`src/ooers_pkg.sv`:
```
`default_nettype none
package ooers_pkg;

  ////////////////////////////////////////////////////////////////////////////
  // scaling constants, output voltages held as signed millivolts
  localparam logic [31:0] FS_MV            = 32'h0000_2710; // 10 V
  localparam logic [31:0] AUX_UNITY_MV     = 32'h0000_03E8; // 1.000 V
  localparam logic [31:0] OFFSET_MAX       = 32'h0001_863C; // 999 percent
  localparam logic [31:0] NORM_LIM         = 32'h3FFF_FFFF;
  localparam logic [31:0] PHASE_MDEG_PER_MV = 32'h0000_0012; // 18 deg/V
  localparam logic [7:0]  MULT_X1          = 8'h01;
  localparam logic [7:0]  MULT_X10         = 8'h0A;
  localparam logic [7:0]  MULT_X100        = 8'h64;
  localparam logic [5:0]  DIV_LAST         = 6'h2F; // 48 quotient bits

  ////////////////////////////////////////////////////////////////////////////
  // register byte offsets
  localparam logic [7:0] ADDR_CTRL   = 8'h00;
  localparam logic [7:0] ADDR_SENS   = 8'h04;
  localparam logic [7:0] ADDR_CFG_X  = 8'h08;
  localparam logic [7:0] ADDR_CFG_Y  = 8'h0C;
  localparam logic [7:0] ADDR_CFG_R  = 8'h10;
  localparam logic [7:0] ADDR_CMD    = 8'h14;
  localparam logic [7:0] ADDR_STATUS = 8'h18;
  localparam logic [7:0] ADDR_PRI    = 8'h1C;
  localparam logic [7:0] ADDR_SEC    = 8'h20;

  // field positions
  localparam int CTRL_PRI_MAG_BIT = 0;
  localparam int CTRL_SEC_PH_BIT  = 1;
  localparam int CFG_OFS_LSB      = 0;
  localparam int OFS_W            = 18;
  localparam int CFG_EXP_LSB      = 20;
  localparam int CFG_RATIO_BIT    = 24;
  localparam int CFG_OFS_ON_BIT   = 28;
  localparam int CMD_ACT_LSB      = 0;
  localparam int CMD_CH_BIT       = 4;
  localparam int CMD_STEP_LSB     = 8;

  // reset values
  localparam logic [31:0] CTRL_RST = 32'h0000_0000;
  localparam logic [31:0] SENS_RST = 32'h000F_4240;

  ////////////////////////////////////////////////////////////////////////////
  typedef enum logic [1:0] {
    EXP_X1   = 2'h0,
    EXP_X10  = 2'h1,
    EXP_X100 = 2'h2
  } ooers_exp_type;

  typedef enum logic [2:0] {
    ACT_NONE   = 3'h0,
    ACT_TOGGLE = 3'h1,
    ACT_AUTO   = 3'h2,
    ACT_ADJUST = 3'h3,
    ACT_EXPAND = 3'h4,
    ACT_RATIO  = 3'h5
  } ooers_act_type;

  typedef enum logic [3:0] {
    ST_IDLE   = 4'h0,
    ST_LOAD_N = 4'h1,
    ST_RUN_N  = 4'h2,
    ST_FIN_N  = 4'h3,
    ST_LOAD_R = 4'h4,
    ST_RUN_R  = 4'h5,
    ST_FIN_R  = 4'h6,
    ST_EVAL   = 4'h7,
    ST_LOAD_P = 4'h8,
    ST_RUN_P  = 4'h9,
    ST_FIN_P  = 4'hA,
    ST_PUB    = 4'hB
  } ooers_state_type;

  typedef struct packed {
    logic signed [31:0] x;
    logic signed [31:0] y;
    logic signed [31:0] r;
    logic signed [31:0] phase; // millidegrees
  } ooers_sample_type;

  typedef struct packed {
    logic signed [31:0] chart;   // offset and ratio, no expand
    logic signed [15:0] numeric; // offset and ratio, no expand
    logic signed [15:0] bar;     // follows the channel output
    logic               scale;
    logic               offset_ind;
    logic               ratio_ind;
    logic               exp10_ind;
    logic               exp100_ind;
  } ooers_disp_type;

endpackage : ooers_pkg
`default_nettype wire

```
`src/ooers_scaler.sv`:
```
`timescale 1ns/1ps
`default_nettype none
module ooers_scaler
  import ooers_pkg::*;
(
  input  wire logic             CLK_SYS_IN,      // 40 MHz clock
  input  wire logic             RST_B_IN,        // async reset, active low
  input  wire logic             PSEL_IN,         // apb select
  input  wire logic             PENABLE_IN,      // apb access phase
  input  wire logic             PWRITE_IN,       // apb write
  input  wire logic [7:0]       PADDR_IN,        // apb byte address
  input  wire logic [31:0]      PWDATA_IN,       // apb write data
  output logic      [31:0]      PRDATA_OUT,      // apb read data
  output logic                  PREADY_OUT,      // apb ready
  output logic                  PSLVERR_OUT,     // apb error, unmapped
  input  wire logic             SAMPLE_VALID_IN, // new demod result
  input  wire ooers_sample_type SAMPLE_IN,       // x, y, r, phase
  input  wire logic signed [15:0] AUX_MV_IN,     // ratio input in mV
  output logic                  BUSY_OUT,        // samples dropped
  output logic signed [15:0]    PRIMARY_OUTPUT_CHANNEL_OUT,   // mV
  output logic signed [15:0]    SECONDARY_OUTPUT_CHANNEL_OUT, // mV
  output logic signed [15:0]    REAR_X_OUT,      // mV
  output logic signed [15:0]    REAR_Y_OUT,      // mV
  output logic                  OVERLOAD_LED_OUT, // output overload
  output ooers_disp_type        PRIMARY_DISP_OUT,   // channel one view
  output ooers_disp_type        SECONDARY_DISP_OUT  // channel two view
);

  ////////////////////////////////////////////////////////////////////////////
  // helpers

  // magnitude of a signed word
  function automatic logic [31:0] abs32(input logic signed [31:0] v);
    abs32 = v[31] ? 32'(-v) : 32'(v);
  endfunction : abs32

  // clip a magnitude to a limit and give it back its sign
  function automatic logic signed [31:0] clip_mag(
    input logic [47:0] mag, input logic neg, input logic [31:0] lim);
    logic [31:0] m;
    m = (mag > {16'h0000, lim}) ? lim : mag[31:0];
    clip_mag = neg ? -$signed(m) : $signed(m);
  endfunction : clip_mag

  // keep a stored offset inside its percentage range
  function automatic logic signed [17:0] clip_ofs(
    input logic signed [31:0] v);
    logic signed [31:0] c;
    c = clip_mag({16'h0000, abs32(v)}, v[31], OFFSET_MAX);
    clip_ofs = c[17:0];
  endfunction : clip_ofs

  function automatic logic [7:0] exp_mult(input logic [1:0] code);
    case (code)
      EXP_X10:  exp_mult = MULT_X10;
      EXP_X100: exp_mult = MULT_X100;
      default:  exp_mult = MULT_X1;
    endcase
  endfunction : exp_mult

  ////////////////////////////////////////////////////////////////////////////
  // state

  ooers_state_type    state;
  logic [1:0]         qi;          // 0 x, 1 y, 2 magnitude
  ooers_sample_type   smp;
  logic signed [15:0] aux;
  logic [31:0]        ctrl;
  logic [31:0]        sens;
  logic signed [17:0] ofs [3];
  logic               ofs_on [3];
  logic [1:0]         expd [3];
  logic               rat_on [3];
  logic signed [31:0] nrm [3];
  logic signed [31:0] cur_q;
  logic               dz;
  logic signed [31:0] r_chart [3];
  logic signed [15:0] r_num [3];
  logic signed [15:0] r_bar [3];
  logic               r_ovl [3];
  logic signed [15:0] ph_out;
  logic [47:0]        dv_quo;
  logic [32:0]        dv_rem;
  logic [31:0]        dv_den;
  logic               dv_neg;
  logic [5:0]         dv_cnt;

  ////////////////////////////////////////////////////////////////////////////
  // shared restoring divider, one quotient bit per clock
  wire [32:0] dv_try = {dv_rem[31:0], dv_quo[47]};
  wire        dv_ge  = dv_try >= {1'b0, dv_den};
  wire [32:0] dv_sub = dv_try - {1'b0, dv_den};
  // a zero divisor gives an all-ones quotient, so it clips to the limit
  wire signed [31:0] dv_res  = clip_mag(dv_quo, dv_neg, NORM_LIM);
  wire signed [31:0] ph_res  = clip_mag(dv_quo, dv_neg, FS_MV);

  ////////////////////////////////////////////////////////////////////////////
  // per-quantity datapath terms
  wire signed [31:0] meas_q = (qi == 2'h0) ? smp.x :
                              (qi == 2'h1) ? smp.y : smp.r;
  wire [47:0] norm_dvd = {16'h0000, abs32(meas_q)} * {16'h0000, FS_MV};
  wire signed [31:0] ofs_app = ofs_on[qi] ? 32'(ofs[qi]) : 32'sh0;
  wire signed [31:0] dif     = dv_res - ofs_app;
  wire [47:0] rat_dvd = {16'h0000, abs32(cur_q)} * {16'h0000, AUX_UNITY_MV};
  wire [31:0] aux_mag = abs32(32'(aux));
  wire [47:0] ph_dvd  = {16'h0000, abs32(smp.phase)};
  wire signed [47:0] exp_val = $signed({{16{cur_q[31]}}, cur_q}) *
                               $signed({40'h0, exp_mult(expd[qi])});
  wire [47:0] exp_mag  = exp_val[47] ? 48'(-exp_val) : 48'(exp_val);
  wire        eval_ovl = dz | (exp_mag > {16'h0000, FS_MV});
  wire signed [31:0] bar_w = clip_mag(exp_mag, exp_val[47], FS_MV);
  // overload pins numeric at full scale with its own sign
  wire signed [31:0] num_w = clip_mag(eval_ovl ? 48'hFFFF_FFFF_FFFF :
                               {16'h0000, abs32(cur_q)}, cur_q[31],
                               FS_MV);

  ////////////////////////////////////////////////////////////////////////////
  // sample sequencer: x, y and magnitude in turn, then phase
  always_ff @(posedge CLK_SYS_IN or negedge RST_B_IN) begin
    if (!RST_B_IN) begin
      state  <= ST_IDLE;
      qi     <= 2'h0;
      smp    <= '0;
      aux    <= 16'sh0;
      cur_q  <= 32'sh0;
      dz     <= 1'b0;
      ph_out <= 16'sh0;
      dv_quo <= 48'h0;
      dv_rem <= 33'h0;
      dv_den <= 32'h0;
      dv_neg <= 1'b0;
      dv_cnt <= 6'h0;
      for (int i = 0; i < 3; i++) begin
        nrm[i]     <= 32'sh0;
        r_chart[i] <= 32'sh0;
        r_num[i]   <= 16'sh0;
        r_bar[i]   <= 16'sh0;
        r_ovl[i]   <= 1'b0;
      end
    end else begin
      unique case (state)
        ST_IDLE: begin
          if (SAMPLE_VALID_IN) begin
            smp   <= SAMPLE_IN;
            aux   <= AUX_MV_IN;
            qi    <= 2'h0;
            state <= ST_LOAD_N;
          end
        end
        ST_LOAD_N: begin
          // full scale when the quantity equals the sensitivity
          dv_quo <= norm_dvd;
          dv_rem <= 33'h0;
          dv_den <= sens;
          dv_neg <= meas_q[31];
          dz     <= (sens == 32'h0);
          dv_cnt <= DIV_LAST;
          state  <= ST_RUN_N;
        end
        ST_LOAD_R: begin
          dv_quo <= rat_dvd;
          dv_rem <= 33'h0;
          dv_den <= aux_mag;
          dv_neg <= cur_q[31] ^ aux[15];
          dz     <= dz | (aux == 16'sh0);
          dv_cnt <= DIV_LAST;
          state  <= ST_RUN_R;
        end
        ST_LOAD_P: begin
          dv_quo <= ph_dvd;
          dv_rem <= 33'h0;
          dv_den <= PHASE_MDEG_PER_MV;
          dv_neg <= smp.phase[31];
          dv_cnt <= DIV_LAST;
          state  <= ST_RUN_P;
        end
        ST_RUN_N, ST_RUN_R, ST_RUN_P: begin
          dv_rem <= dv_ge ? dv_sub : dv_try;
          dv_quo <= {dv_quo[46:0], dv_ge};
          dv_cnt <= dv_cnt - 6'h1;
          if (dv_cnt == 6'h0) begin
            state <= (state == ST_RUN_N) ? ST_FIN_N :
                     (state == ST_RUN_R) ? ST_FIN_R : ST_FIN_P;
          end
        end
        ST_FIN_N: begin
          nrm[qi] <= dv_res;
          cur_q   <= dif;
          state   <= rat_on[qi] ? ST_LOAD_R : ST_EVAL;
        end
        ST_FIN_R: begin
          cur_q <= dv_res;
          state <= ST_EVAL;
        end
        ST_EVAL: begin
          // chart keeps offset and ratio but not expand or clipping
          r_chart[qi] <= cur_q;
          r_num[qi]   <= num_w[15:0];
          r_bar[qi]   <= bar_w[15:0];
          r_ovl[qi]   <= eval_ovl;
          qi          <= qi + 2'h1;
          state       <= (qi == 2'h2) ? ST_LOAD_P : ST_LOAD_N;
        end
        ST_FIN_P: begin
          ph_out <= ph_res[15:0];
          state  <= ST_PUB;
        end
        ST_PUB: begin
          state <= ST_IDLE;
        end
        default: begin
          state <= ST_IDLE;
        end
      endcase
    end
  end

  ////////////////////////////////////////////////////////////////////////////
  // display assembly for one quantity
  function automatic ooers_disp_type mk_disp(input logic [1:0] q);
    ooers_disp_type d;
    d.chart      = r_chart[q];
    d.numeric    = r_num[q];
    d.bar        = r_bar[q];
    d.scale      = r_ovl[q];
    d.offset_ind = ofs_on[q];
    d.ratio_ind  = rat_on[q];
    d.exp10_ind  = (expd[q] == EXP_X10);
    d.exp100_ind = (expd[q] == EXP_X100);
    mk_disp = d;
  endfunction : mk_disp

  wire            pri_mag  = ctrl[CTRL_PRI_MAG_BIT];
  wire            sec_ph   = ctrl[CTRL_SEC_PH_BIT];
  wire [1:0]      pri_q    = pri_mag ? 2'h2 : 2'h0;
  wire            any_ovl  = r_ovl[0] | r_ovl[1] | (pri_mag & r_ovl[2]);
  wire ooers_disp_type ph_disp = '{chart: smp.phase, numeric: ph_out,
                                   bar: ph_out, default: 1'b0};

  // channel, rear, lamp and display outputs change together once per processed sample; busy updates every clock
  always_ff @(posedge CLK_SYS_IN or negedge RST_B_IN) begin
    if (!RST_B_IN) begin
      PRIMARY_OUTPUT_CHANNEL_OUT   <= 16'sh0;
      SECONDARY_OUTPUT_CHANNEL_OUT <= 16'sh0;
      REAR_X_OUT                   <= 16'sh0;
      REAR_Y_OUT                   <= 16'sh0;
      OVERLOAD_LED_OUT             <= 1'b0;
      PRIMARY_DISP_OUT             <= '0;
      SECONDARY_DISP_OUT           <= '0;
      BUSY_OUT                     <= 1'b0;
    end else begin
      BUSY_OUT <= (state != ST_IDLE) | SAMPLE_VALID_IN;
      if (state == ST_PUB) begin
        REAR_X_OUT                   <= r_bar[0];
        REAR_Y_OUT                   <= r_bar[1];
        PRIMARY_OUTPUT_CHANNEL_OUT   <= r_bar[pri_q];
        SECONDARY_OUTPUT_CHANNEL_OUT <= sec_ph ? ph_out : r_bar[1];
        OVERLOAD_LED_OUT             <= any_ovl;
        PRIMARY_DISP_OUT             <= mk_disp(pri_q);
        SECONDARY_DISP_OUT           <= sec_ph ? ph_disp : mk_disp(2'h1);
      end
    end
  end

  ////////////////////////////////////////////////////////////////////////////
  // apb decode; zero wait states, data staged in the setup cycle
  wire        apb_setup = PSEL_IN & ~PENABLE_IN;
  wire        apb_wr    = PSEL_IN & PENABLE_IN & PWRITE_IN;
  wire        hit_cfg   = (PADDR_IN == ADDR_CFG_X) |
                          (PADDR_IN == ADDR_CFG_Y) |
                          (PADDR_IN == ADDR_CFG_R);
  wire [1:0]  cfg_q     = (PADDR_IN == ADDR_CFG_X) ? 2'h0 :
                          (PADDR_IN == ADDR_CFG_Y) ? 2'h1 : 2'h2;
  wire        mapped    = hit_cfg | (PADDR_IN == ADDR_CTRL) |
                          (PADDR_IN == ADDR_SENS) | (PADDR_IN == ADDR_CMD) |
                          (PADDR_IN == ADDR_STATUS) |
                          (PADDR_IN == ADDR_PRI) | (PADDR_IN == ADDR_SEC);
  wire [2:0]  cmd_act   = PWDATA_IN[CMD_ACT_LSB +: 3];
  wire        cmd_ch    = PWDATA_IN[CMD_CH_BIT];
  wire signed [17:0] cmd_step = PWDATA_IN[CMD_STEP_LSB +: OFS_W];
  // the source selection decides which quantity the controls touch
  wire [1:0]  tgt_q     = cmd_ch ? 2'h1 : pri_q;
  wire        tgt_ok    = ~(cmd_ch & sec_ph);
  wire        do_cmd    = apb_wr & (PADDR_IN == ADDR_CMD) & tgt_ok;

  function automatic logic [31:0] cfg_word(input logic [1:0] q);
    logic [31:0] w;
    w = 32'h0;
    w[CFG_OFS_LSB +: OFS_W]   = ofs[q];
    w[CFG_EXP_LSB +: 2]       = expd[q];
    w[CFG_RATIO_BIT]          = rat_on[q];
    w[CFG_OFS_ON_BIT]         = ofs_on[q];
    cfg_word = w;
  endfunction : cfg_word

  wire [31:0] status_w = {25'h0, r_ovl[2], r_ovl[1], r_ovl[0],
                          2'h0, OVERLOAD_LED_OUT, BUSY_OUT};
  wire [31:0] rd_mux =
    (PADDR_IN == ADDR_CTRL)   ? ctrl :
    (PADDR_IN == ADDR_SENS)   ? sens :
    hit_cfg                   ? cfg_word(cfg_q) :
    (PADDR_IN == ADDR_STATUS) ? status_w :
    (PADDR_IN == ADDR_PRI)    ? 32'(PRIMARY_OUTPUT_CHANNEL_OUT) :
    (PADDR_IN == ADDR_SEC)    ? 32'(SECONDARY_OUTPUT_CHANNEL_OUT) : 32'h0;

  // bus answer registers
  always_ff @(posedge CLK_SYS_IN or negedge RST_B_IN) begin
    if (!RST_B_IN) begin
      PRDATA_OUT  <= 32'h0;
      PREADY_OUT  <= 1'b1;
      PSLVERR_OUT <= 1'b0;
    end else if (apb_setup) begin
      PRDATA_OUT  <= PWRITE_IN ? 32'h0 : rd_mux;
      PREADY_OUT  <= 1'b1;
      PSLVERR_OUT <= ~mapped;
    end
  end

  // settings: direct writes plus the front-panel style commands.
  // only one settings write can land per clock, so no merge is needed
  always_ff @(posedge CLK_SYS_IN or negedge RST_B_IN) begin
    if (!RST_B_IN) begin
      ctrl <= CTRL_RST;
      sens <= SENS_RST;
      for (int i = 0; i < 3; i++) begin
        ofs[i]    <= 18'sh0;
        ofs_on[i] <= 1'b0;
        expd[i]   <= EXP_X1;
        rat_on[i] <= 1'b0;
      end
    end else if (apb_wr) begin
      if (PADDR_IN == ADDR_CTRL) begin
        ctrl <= {30'h0, PWDATA_IN[CTRL_SEC_PH_BIT:CTRL_PRI_MAG_BIT]};
      end
      if (PADDR_IN == ADDR_SENS) begin
        sens <= PWDATA_IN;               // offsets stay put
      end
      if (hit_cfg) begin
        ofs[cfg_q]    <= clip_ofs(
                           32'($signed(PWDATA_IN[CFG_OFS_LSB +: OFS_W])));
        expd[cfg_q]   <= (PWDATA_IN[CFG_EXP_LSB +: 2] == 2'h3) ? EXP_X1 :
                         PWDATA_IN[CFG_EXP_LSB +: 2];
        rat_on[cfg_q] <= PWDATA_IN[CFG_RATIO_BIT];
        ofs_on[cfg_q] <= PWDATA_IN[CFG_OFS_ON_BIT];
      end
      if (do_cmd) begin
        unique case (cmd_act)
          ACT_TOGGLE: ofs_on[tgt_q] <= ~ofs_on[tgt_q];
          ACT_AUTO: begin
            ofs[tgt_q]    <= clip_ofs(nrm[tgt_q]);
            ofs_on[tgt_q] <= 1'b1;
          end
          ACT_ADJUST: ofs[tgt_q] <= clip_ofs(32'(ofs[tgt_q]) +
                                             32'(cmd_step));
          ACT_EXPAND: expd[tgt_q] <= (expd[tgt_q] == EXP_X100) ? EXP_X1 :
                                     expd[tgt_q] + 2'h1;
          ACT_RATIO:  rat_on[tgt_q] <= ~rat_on[tgt_q];
          default: begin
          end
        endcase
      end
    end
  end

endmodule : ooers_scaler
`default_nettype wire

```
`config.mk`:
```
export PLATFORM = sky130hd
export DESIGN_NAME = ooers_scaler
export DESIGN_NICKNAME = d
export VERILOG_FILES = /design/src/ooers_pkg.sv /design/src/ooers_scaler.sv
export SDC_FILE = /design/constraint.sdc
export NUM_CORES = 2
export LEC_CHECK = 0
export BUFFER_PORTS_ARGS = -buffer_cell sky130_fd_sc_hd__buf_2
export CAP_MARGIN = 40
export CORE_MARGIN = 1.5
export CORE_UTILIZATION = 54
export CTS_CLUSTER_DIAMETER = 30
export DETAILED_ROUTE_END_ITERATION = 12
export MAX_ROUTING_LAYER = met4
export PLACE_DENSITY = 0.78
export SLEW_MARGIN = 20
export SYNTH_ARGS = -nofsm -noshare
export SYNTH_HDL_FRONTEND = slang
export SYNTH_SLANG_ARGS = --single-unit
```
`constraint.sdc`:
```
create_clock -name CLK_SYS_IN -period 28.2 [get_ports CLK_SYS_IN]
set_clock_uncertainty 0.2 [all_clocks]
set_input_delay 1.41 -clock CLK_SYS_IN [delete_from_list [all_inputs] [get_ports CLK_SYS_IN]]
set_output_delay 1.41 -clock CLK_SYS_IN [all_outputs]
set_load 0.1 [all_outputs]
```
# Yosys cells after proc, flatten, opt, wreduce, memory -nomap -nowiden

Index checks and enable logic that the tools add are counted.

Add/sub/neg operators: 21
Multipliers: 3
Order comparisons: 15
Eq/ne operators: 36
Multiplexer cells: 167
Bitwise gates (word level): 31
Reductions and logical operators: 23

Operator list:

| kind                   | count |
|---|---|
| $mux W32               | 25 |
| $mux W18               | 14 |
| $bwmux W96             | 2 |
| $mux W16               | 12 |
| $pmux W48 S4           | 1 |
| $bwmux W54             | 3 |
| $mux W54               | 3 |
| $neg A32 Y32           | 5 |
| $gt A48 B14 Y1 const B | 3 |
| $bmux W32 S2           | 2 |
| $pmux W32 S2           | 2 |
| $bmux W18 S2           | 3 |
| $pmux W54 S2           | 1 |
| $bwmux W48             | 2 |
| $gt A32 B17 Y1 const B | 3 |
| $mux W48               | 2 |
| $pmux W32 S3           | 1 |
| $demux W18 S2          | 2 |
| $mux W69               | 1 |
| $bmux W16 S2           | 2 |
| $demux W32 S2          | 1 |
| $sub A32 B32 Y32       | 2 |
| $neg A18 Y18           | 3 |
| $gt A48 B30 Y1 const B | 1 |
| 65 further kinds       | 200 |

Bits in registers: 930
Bits of input ports: 190
Output and inout port bits: 238
Logic and storage cells: 363

# Depth between registers and ports, before layout

Word-level depth: 17
Mapped depth: 43
Depth with buffers taken out: 40

# Worst setup path after synthesis

OpenSTA, ideal clock, no wires.

Path type: reg-to-reg
Start point: register qi[0]
End point: register r_bar[12] (netlist bit)
Library setup time: 125 ps
Data arrival time: 10,070 ps
Data required time: 27,875 ps
Slack: 17,806 ps
Cell stages (with the launch flop): 43
Cell sequence: dfrtp_1 > clkbuf_1 > clkbuf_1 > mux2i_1 > nor2_1 > a21oi_1 > ha_1 > clkbuf_1 > clkbuf_1 > and2_1 > ha_1 > inv_1 > fa_1 > inv_1 > fa_1 > inv_1 > fa_1 > inv_1 > (+7 left out) > xnor2_1 > and4_1 > buf_2 > a31oi_1 > or4_1 > o31ai_1 > nand2_1 > nand4b_1 > nor2_1 > nand3_1 > ha_1 > o211ai_1 > or2_2 > nor3_1 > xor2_1 > o311ai_0 > a2bb2oi_1 > mux2_2

Longest elaborated chain between the ends: 14
Elaborated cells between the ends (all ways): 20
Those cells by class: 2 x add/sub; 1 x mul; 3 x order compare; 2 x eq/ne; 10 x mux; 1 x bitwise; 1 x reduce/logical

Ends and longest elaborated chain:

| item                                         | line                                     | RTL |
|---|---|---|
| from (decl)                                  | ooers_scaler.sv:65                       | `logic [1:0] qi;` |
| from (signal assigned)                       | ooers_scaler.sv:201                      | `qi <= qi + 2'h1;` |
| $not A2 Y3 (implied by the code) (*)         | ooers_scaler.sv:108, ooers_scaler.sv:199 |  |
| $bmux W2 S2                                  | ooers_scaler.sv:108                      | `$signed({40'h0, exp_mult(expd[qi])});` |
| $mux W2 (implied by the code) (2 in series)  | ooers_scaler.sv:108                      |  |
| $eq A2 B2 Y1 or $eq A2 B1 Y1 (tied branches) | ooers_scaler.sv:54                       | `case (code)` |
| $pmux W7 S2                                  | ooers_scaler.sv:54                       |  |
| $mul A32 B8 Y40                              | ooers_scaler.sv:107                      | `wire signed [47:0] exp_val = $signed({{16{cur_q[31]}}, cur_q}) *` |
| $neg A40 Y48                                 | ooers_scaler.sv:109                      | `wire [47:0] exp_mag = exp_val[47] ? 48'(-exp_val) : 48'(exp_val);` |
| $mux W48                                     | ooers_scaler.sv:109                      |  |
| $gt A48 B14 Y1                               | ooers_scaler.sv:41                       | `m = (mag > {16'h0000, lim}) ? lim : mag[31:0];` |
| $mux W16                                     | ooers_scaler.sv:41                       |  |
| $neg A16 Y16                                 | ooers_scaler.sv:42                       | `clip_mag = neg ? -$signed(m) : $signed(m);` |
| $mux W16                                     | ooers_scaler.sv:42                       |  |
| $bwmux W48 (*)                               | ooers_scaler.sv:199                      | `r_bar[qi] <= bar_w[15:0];` |
| to (signal, indexed assignment)              | ooers_scaler.sv:199                      |  |
| to (decl)                                    | ooers_scaler.sv:79                       | `logic signed [15:0] r_bar [3];` |

Mark *: on every way between the ends. The rest lies on a longest branch, timed or not. The select of a mux whose other input is x is not followed.
A chain may end at the register's enable or synchronous reset.

# Worst setup path in the final report

Same ends and word-level chain as after synthesis.

==> flow_metrics.py <==
metrics = {
    "logic_synthesis": {
        "synth_seq_cells": 914,
        "synth_top_area_share_pct": 31.30,
        "synth-edff-count": 0,
        "synth_xor_xnor_area_share_pct": 4.626,
        "yosysMostFrequentCell": "nand2_1",
        "synth_top_family_by_area": "compound AO/OA/AOI/OAI gates",
        "yosys.area.top_type": "dfrtp_1",
        "post_synth_and_or_nand_nor_area_fraction_pct": 16.20,
        "yosysWarnings": 0,
        "synth.distinct_cells": 95,
        "syn_inst": 8314,
        "synth_fp_nets": 9225,
        "async_flop_share_pct": 100.0,
        "ys_top_cells_by_area": "dfrtp_1, fa_1, ha_1",
        "synthFlopType": "dfrtp_1",
        "ys_top_cells_by_count": "nand2_1, dfrtp_1, inv_1",
        "syn_avg_cell_area_um2": 8.721,
        "synth-adder-area-share_pct": 15.91,
        "synth-compound-area-share_pct": 16.57,
        "synth_mux_area_share_pct": 8.630,
        "syn_area_um2": 72510,
        "yosysSeqAreaShare_pct": 31.56,
    },
    "floorplan": {
        "placement_rows": 134,
        "die_x_um": 369.4,
        "dieArea_um2": 136500,
        "core_um2": 133300,
        "initial_utilization_pct": 54.40,
        "ios": 428,
        "die_y_um": 369.4,
    },
    "routing": {
        "wirelength_mm": 258.0,
        "dr.pass1.iters": 7,
        "drc": 0,
        "vias_per_cell": 6.237,
        "ant_nets": 0,
        "drt-initial-drc-count": 7679,
        "num_vias": 66190,
        "wire_per_inst_um": 24.31,
    },
    "sta": {
        "tightest_slew_ns": 1.040,
        "finalSetupViolations": 0,
        "relSlewSlack_pct": 30.67,
        "slew_violations": 0,
        "hold_viol": 0,
        "finalSetupTns_ns": 0,
        "period_minus_slack_ns": 12.06,
        "fmax_mhz": 82.90,
        "fin_crit_sh_pct": 42.78,
        "rsz0062_at_grt": "no",
    },
    "grt": {
        "grt-ovfl-total": 0,
        "gr-usage-met3_pct": 9.020,
        "use_met2_pct": 57.08,
        "grt_max_degree": 187,
        "met1_usage_pct": 47.93,
        "antenna_found_initial": 16,
        "grtUsageTotal_pct": 38.23,
        "grt_pass1_vias": 64550,
        "grt_pass1_wl_mm": 388.5,
        "busiest_layer": "met2",
    },
    "clock_tree": {
        "clk_latency_ns": 0.85,
        "postCtsHoldBufs": 0,
        "clk_path_buf_depth": 3,
        "cts_max_level": 4,
        "root_buffer": "clkbuf_16",
        "cts_tree": "done",
        "cts_setup_buffers": 0,
        "cts.repair.resized": 0,
        "cts_sinks": 914,
        "path_clk_slew_ns": 0.04,
        "numCtsBuffers": 210,
    },
    "outcome": {
        "status": "finished, final reports clean",
    },
    "place": {
        "io_buffers": 426,
        "dp_hpwl_mm": 192.6,
        "gp_congestion": 1.031,
    },
    "finish": {
        "area_delta_synth_final_pct": 16.43,
        "regArea_um2": 22890,
        "fillCellCount": 10810,
        "drive_above_1_share_pct": 15.26,
        "fin_nets": 9553,
        "multiInputGateArea_um2": 45040,
    },
    "critical_path": {
        "cp_data_arrival_time_ns": 12.55,
        "critical_path.max_stage_delay_ns": 0.79,
        "cp-start-kind": "flop",
        "cp_max_fo": 68,
        "cp.required_ns": 28.69,
        "end_kind": "flop",
        "crit_type": "flop to flop",
        "crit_slowest_cell": "o31ai_1",
    },
    "run": {
        "cap_violations": 0,
    },
    "hold_path": {
        "hold_class": "flop to flop",
    },
}
==> kinds of logic after synthesis <==
kind of cell               count (synthesis)
adders and majority gates                721
other                                      1
muxes                                    587
xor gates and xnor gates                 383
DFF                                      914
and+or+nand+nor                         2555
AOI/OAI and AO/OA                       1936
buffers and inverters                   1217
==> registers in the layout, indices dropped and copies added, names as in the netlist, 53 cells and up <==
| signal | cells |
|---|---|
| PRIMARY_DISP_OUT | 69 |
| SECONDARY_DISP_OUT | 53 |
| nrm | 96 |
| ofs | 54 |
| r_chart | 96 |
| smp | 96 |
==> critical path, delay by kind of cell (launching register included) <==
| family | cells | cell delay [ns] |
|---|---|---|
| AOI/OAI and AO/OA | 11 | 3.51 |
| xor gates and xnor gates | 3 | 0.94 |
| and+or+nand+nor | 10 | 2.84 |
| adders and majority gates | 6 | 2.46 |
| muxes | 2 | 0.54 |
| buffers and inverters | 4 | 1.00 |
| DFF | 1 | 0.34 |
==> worst paths after layout <==
path	start	to	depth (start not counted)	slack, ns
worst max-delay path	qi[0]	r_bar[12]	36	16.14
worst min-delay path	r_num[35]	r_num[35]	2	0.27
worst max register to register	qi[0]	r_bar[12]	36	16.14
worst min register to register	r_num[35]	r_num[35]	2	0.27
max in group asynchronous	RST_B_IN	smp[122]	8	24.40
min in group asynchronous	RST_B_IN	PRIMARY_DISP_OUT[51]	1	0.40
==> cells in the final DEF, fill, tap and decap left out, types with 30 or more instances in the layout <==
cell type,netlist,routed
mux2i_1,291,291
fa_1,335,335
nor2b_1,50,49
o31ai_1,59,59
o21a_1,42,42
a211oi_1,42,42
o221ai_1,45,44
o22ai_1,54,54
clkinvlp_4,0,33
o211ai_1,30,30
clkbuf_16,0,211
and3_1,71,69
buf_2,12,435
or3_1,50,50
a21o_1,79,79
bufinv_16,0,35
xnor2_1,202,202
nor3_1,139,135
mux2_2,295,295
nand2_1,1171,1166
o21ai_0,672,666
buf_4,33,114
nor2_1,495,492
a221oi_1,51,51
a31oi_1,81,81
a21oi_1,453,453
ha_1,386,383
nand4_1,52,52
nand3_1,149,149
and2_1,116,116
inv_1,752,752
nand2b_1,70,70
dfrtp_1,907,904
nor4_1,58,57
a22oi_1,49,49
xor2_1,181,181
==> layer usage <==
metal | routed length, um | vias to the layer above | share of wire [%]
met3 | 25420 | 751 | 9.9
met2 | 115600 | 3426 | 45
met1 | 101600 | 32520 | 39
li1 | - | 29490 | -
met5 | 0 | - | 0
met4 | 15270 | 0 | 5.9
==> area by class of cell <==
cell class,count,area share (%)
repair buffers,581,4.277
multi-input cells,6183,53.36
clock inverters,152,2.580
clock buffers,244,6.650
well taps,1768,2.620
diodes,19,0.05632
flip-flops and latches,914,27.11
inverters,752,3.344
==> per-stage QoR <==
step	cells	util [%]	hold WS [ns]	worst slack [ns]	instance area, um2
final	10610	63.33	0.2743	16.14	84420
after global routing	10610	63.32	0.2837	15.51	84400
after CTS	10580	63.13	0.2746	16.35	84140
after detailed placement	10180	57.28	0.2619	16.41	76350
after global placement	10150	56.97	0.2566	16.50	75940
after floorplan	8314	-	0.2444	17.81	72510
Power is not shown: default switching activity piles up to over one toggle a cycle in this logic, so the estimate is an artifact.
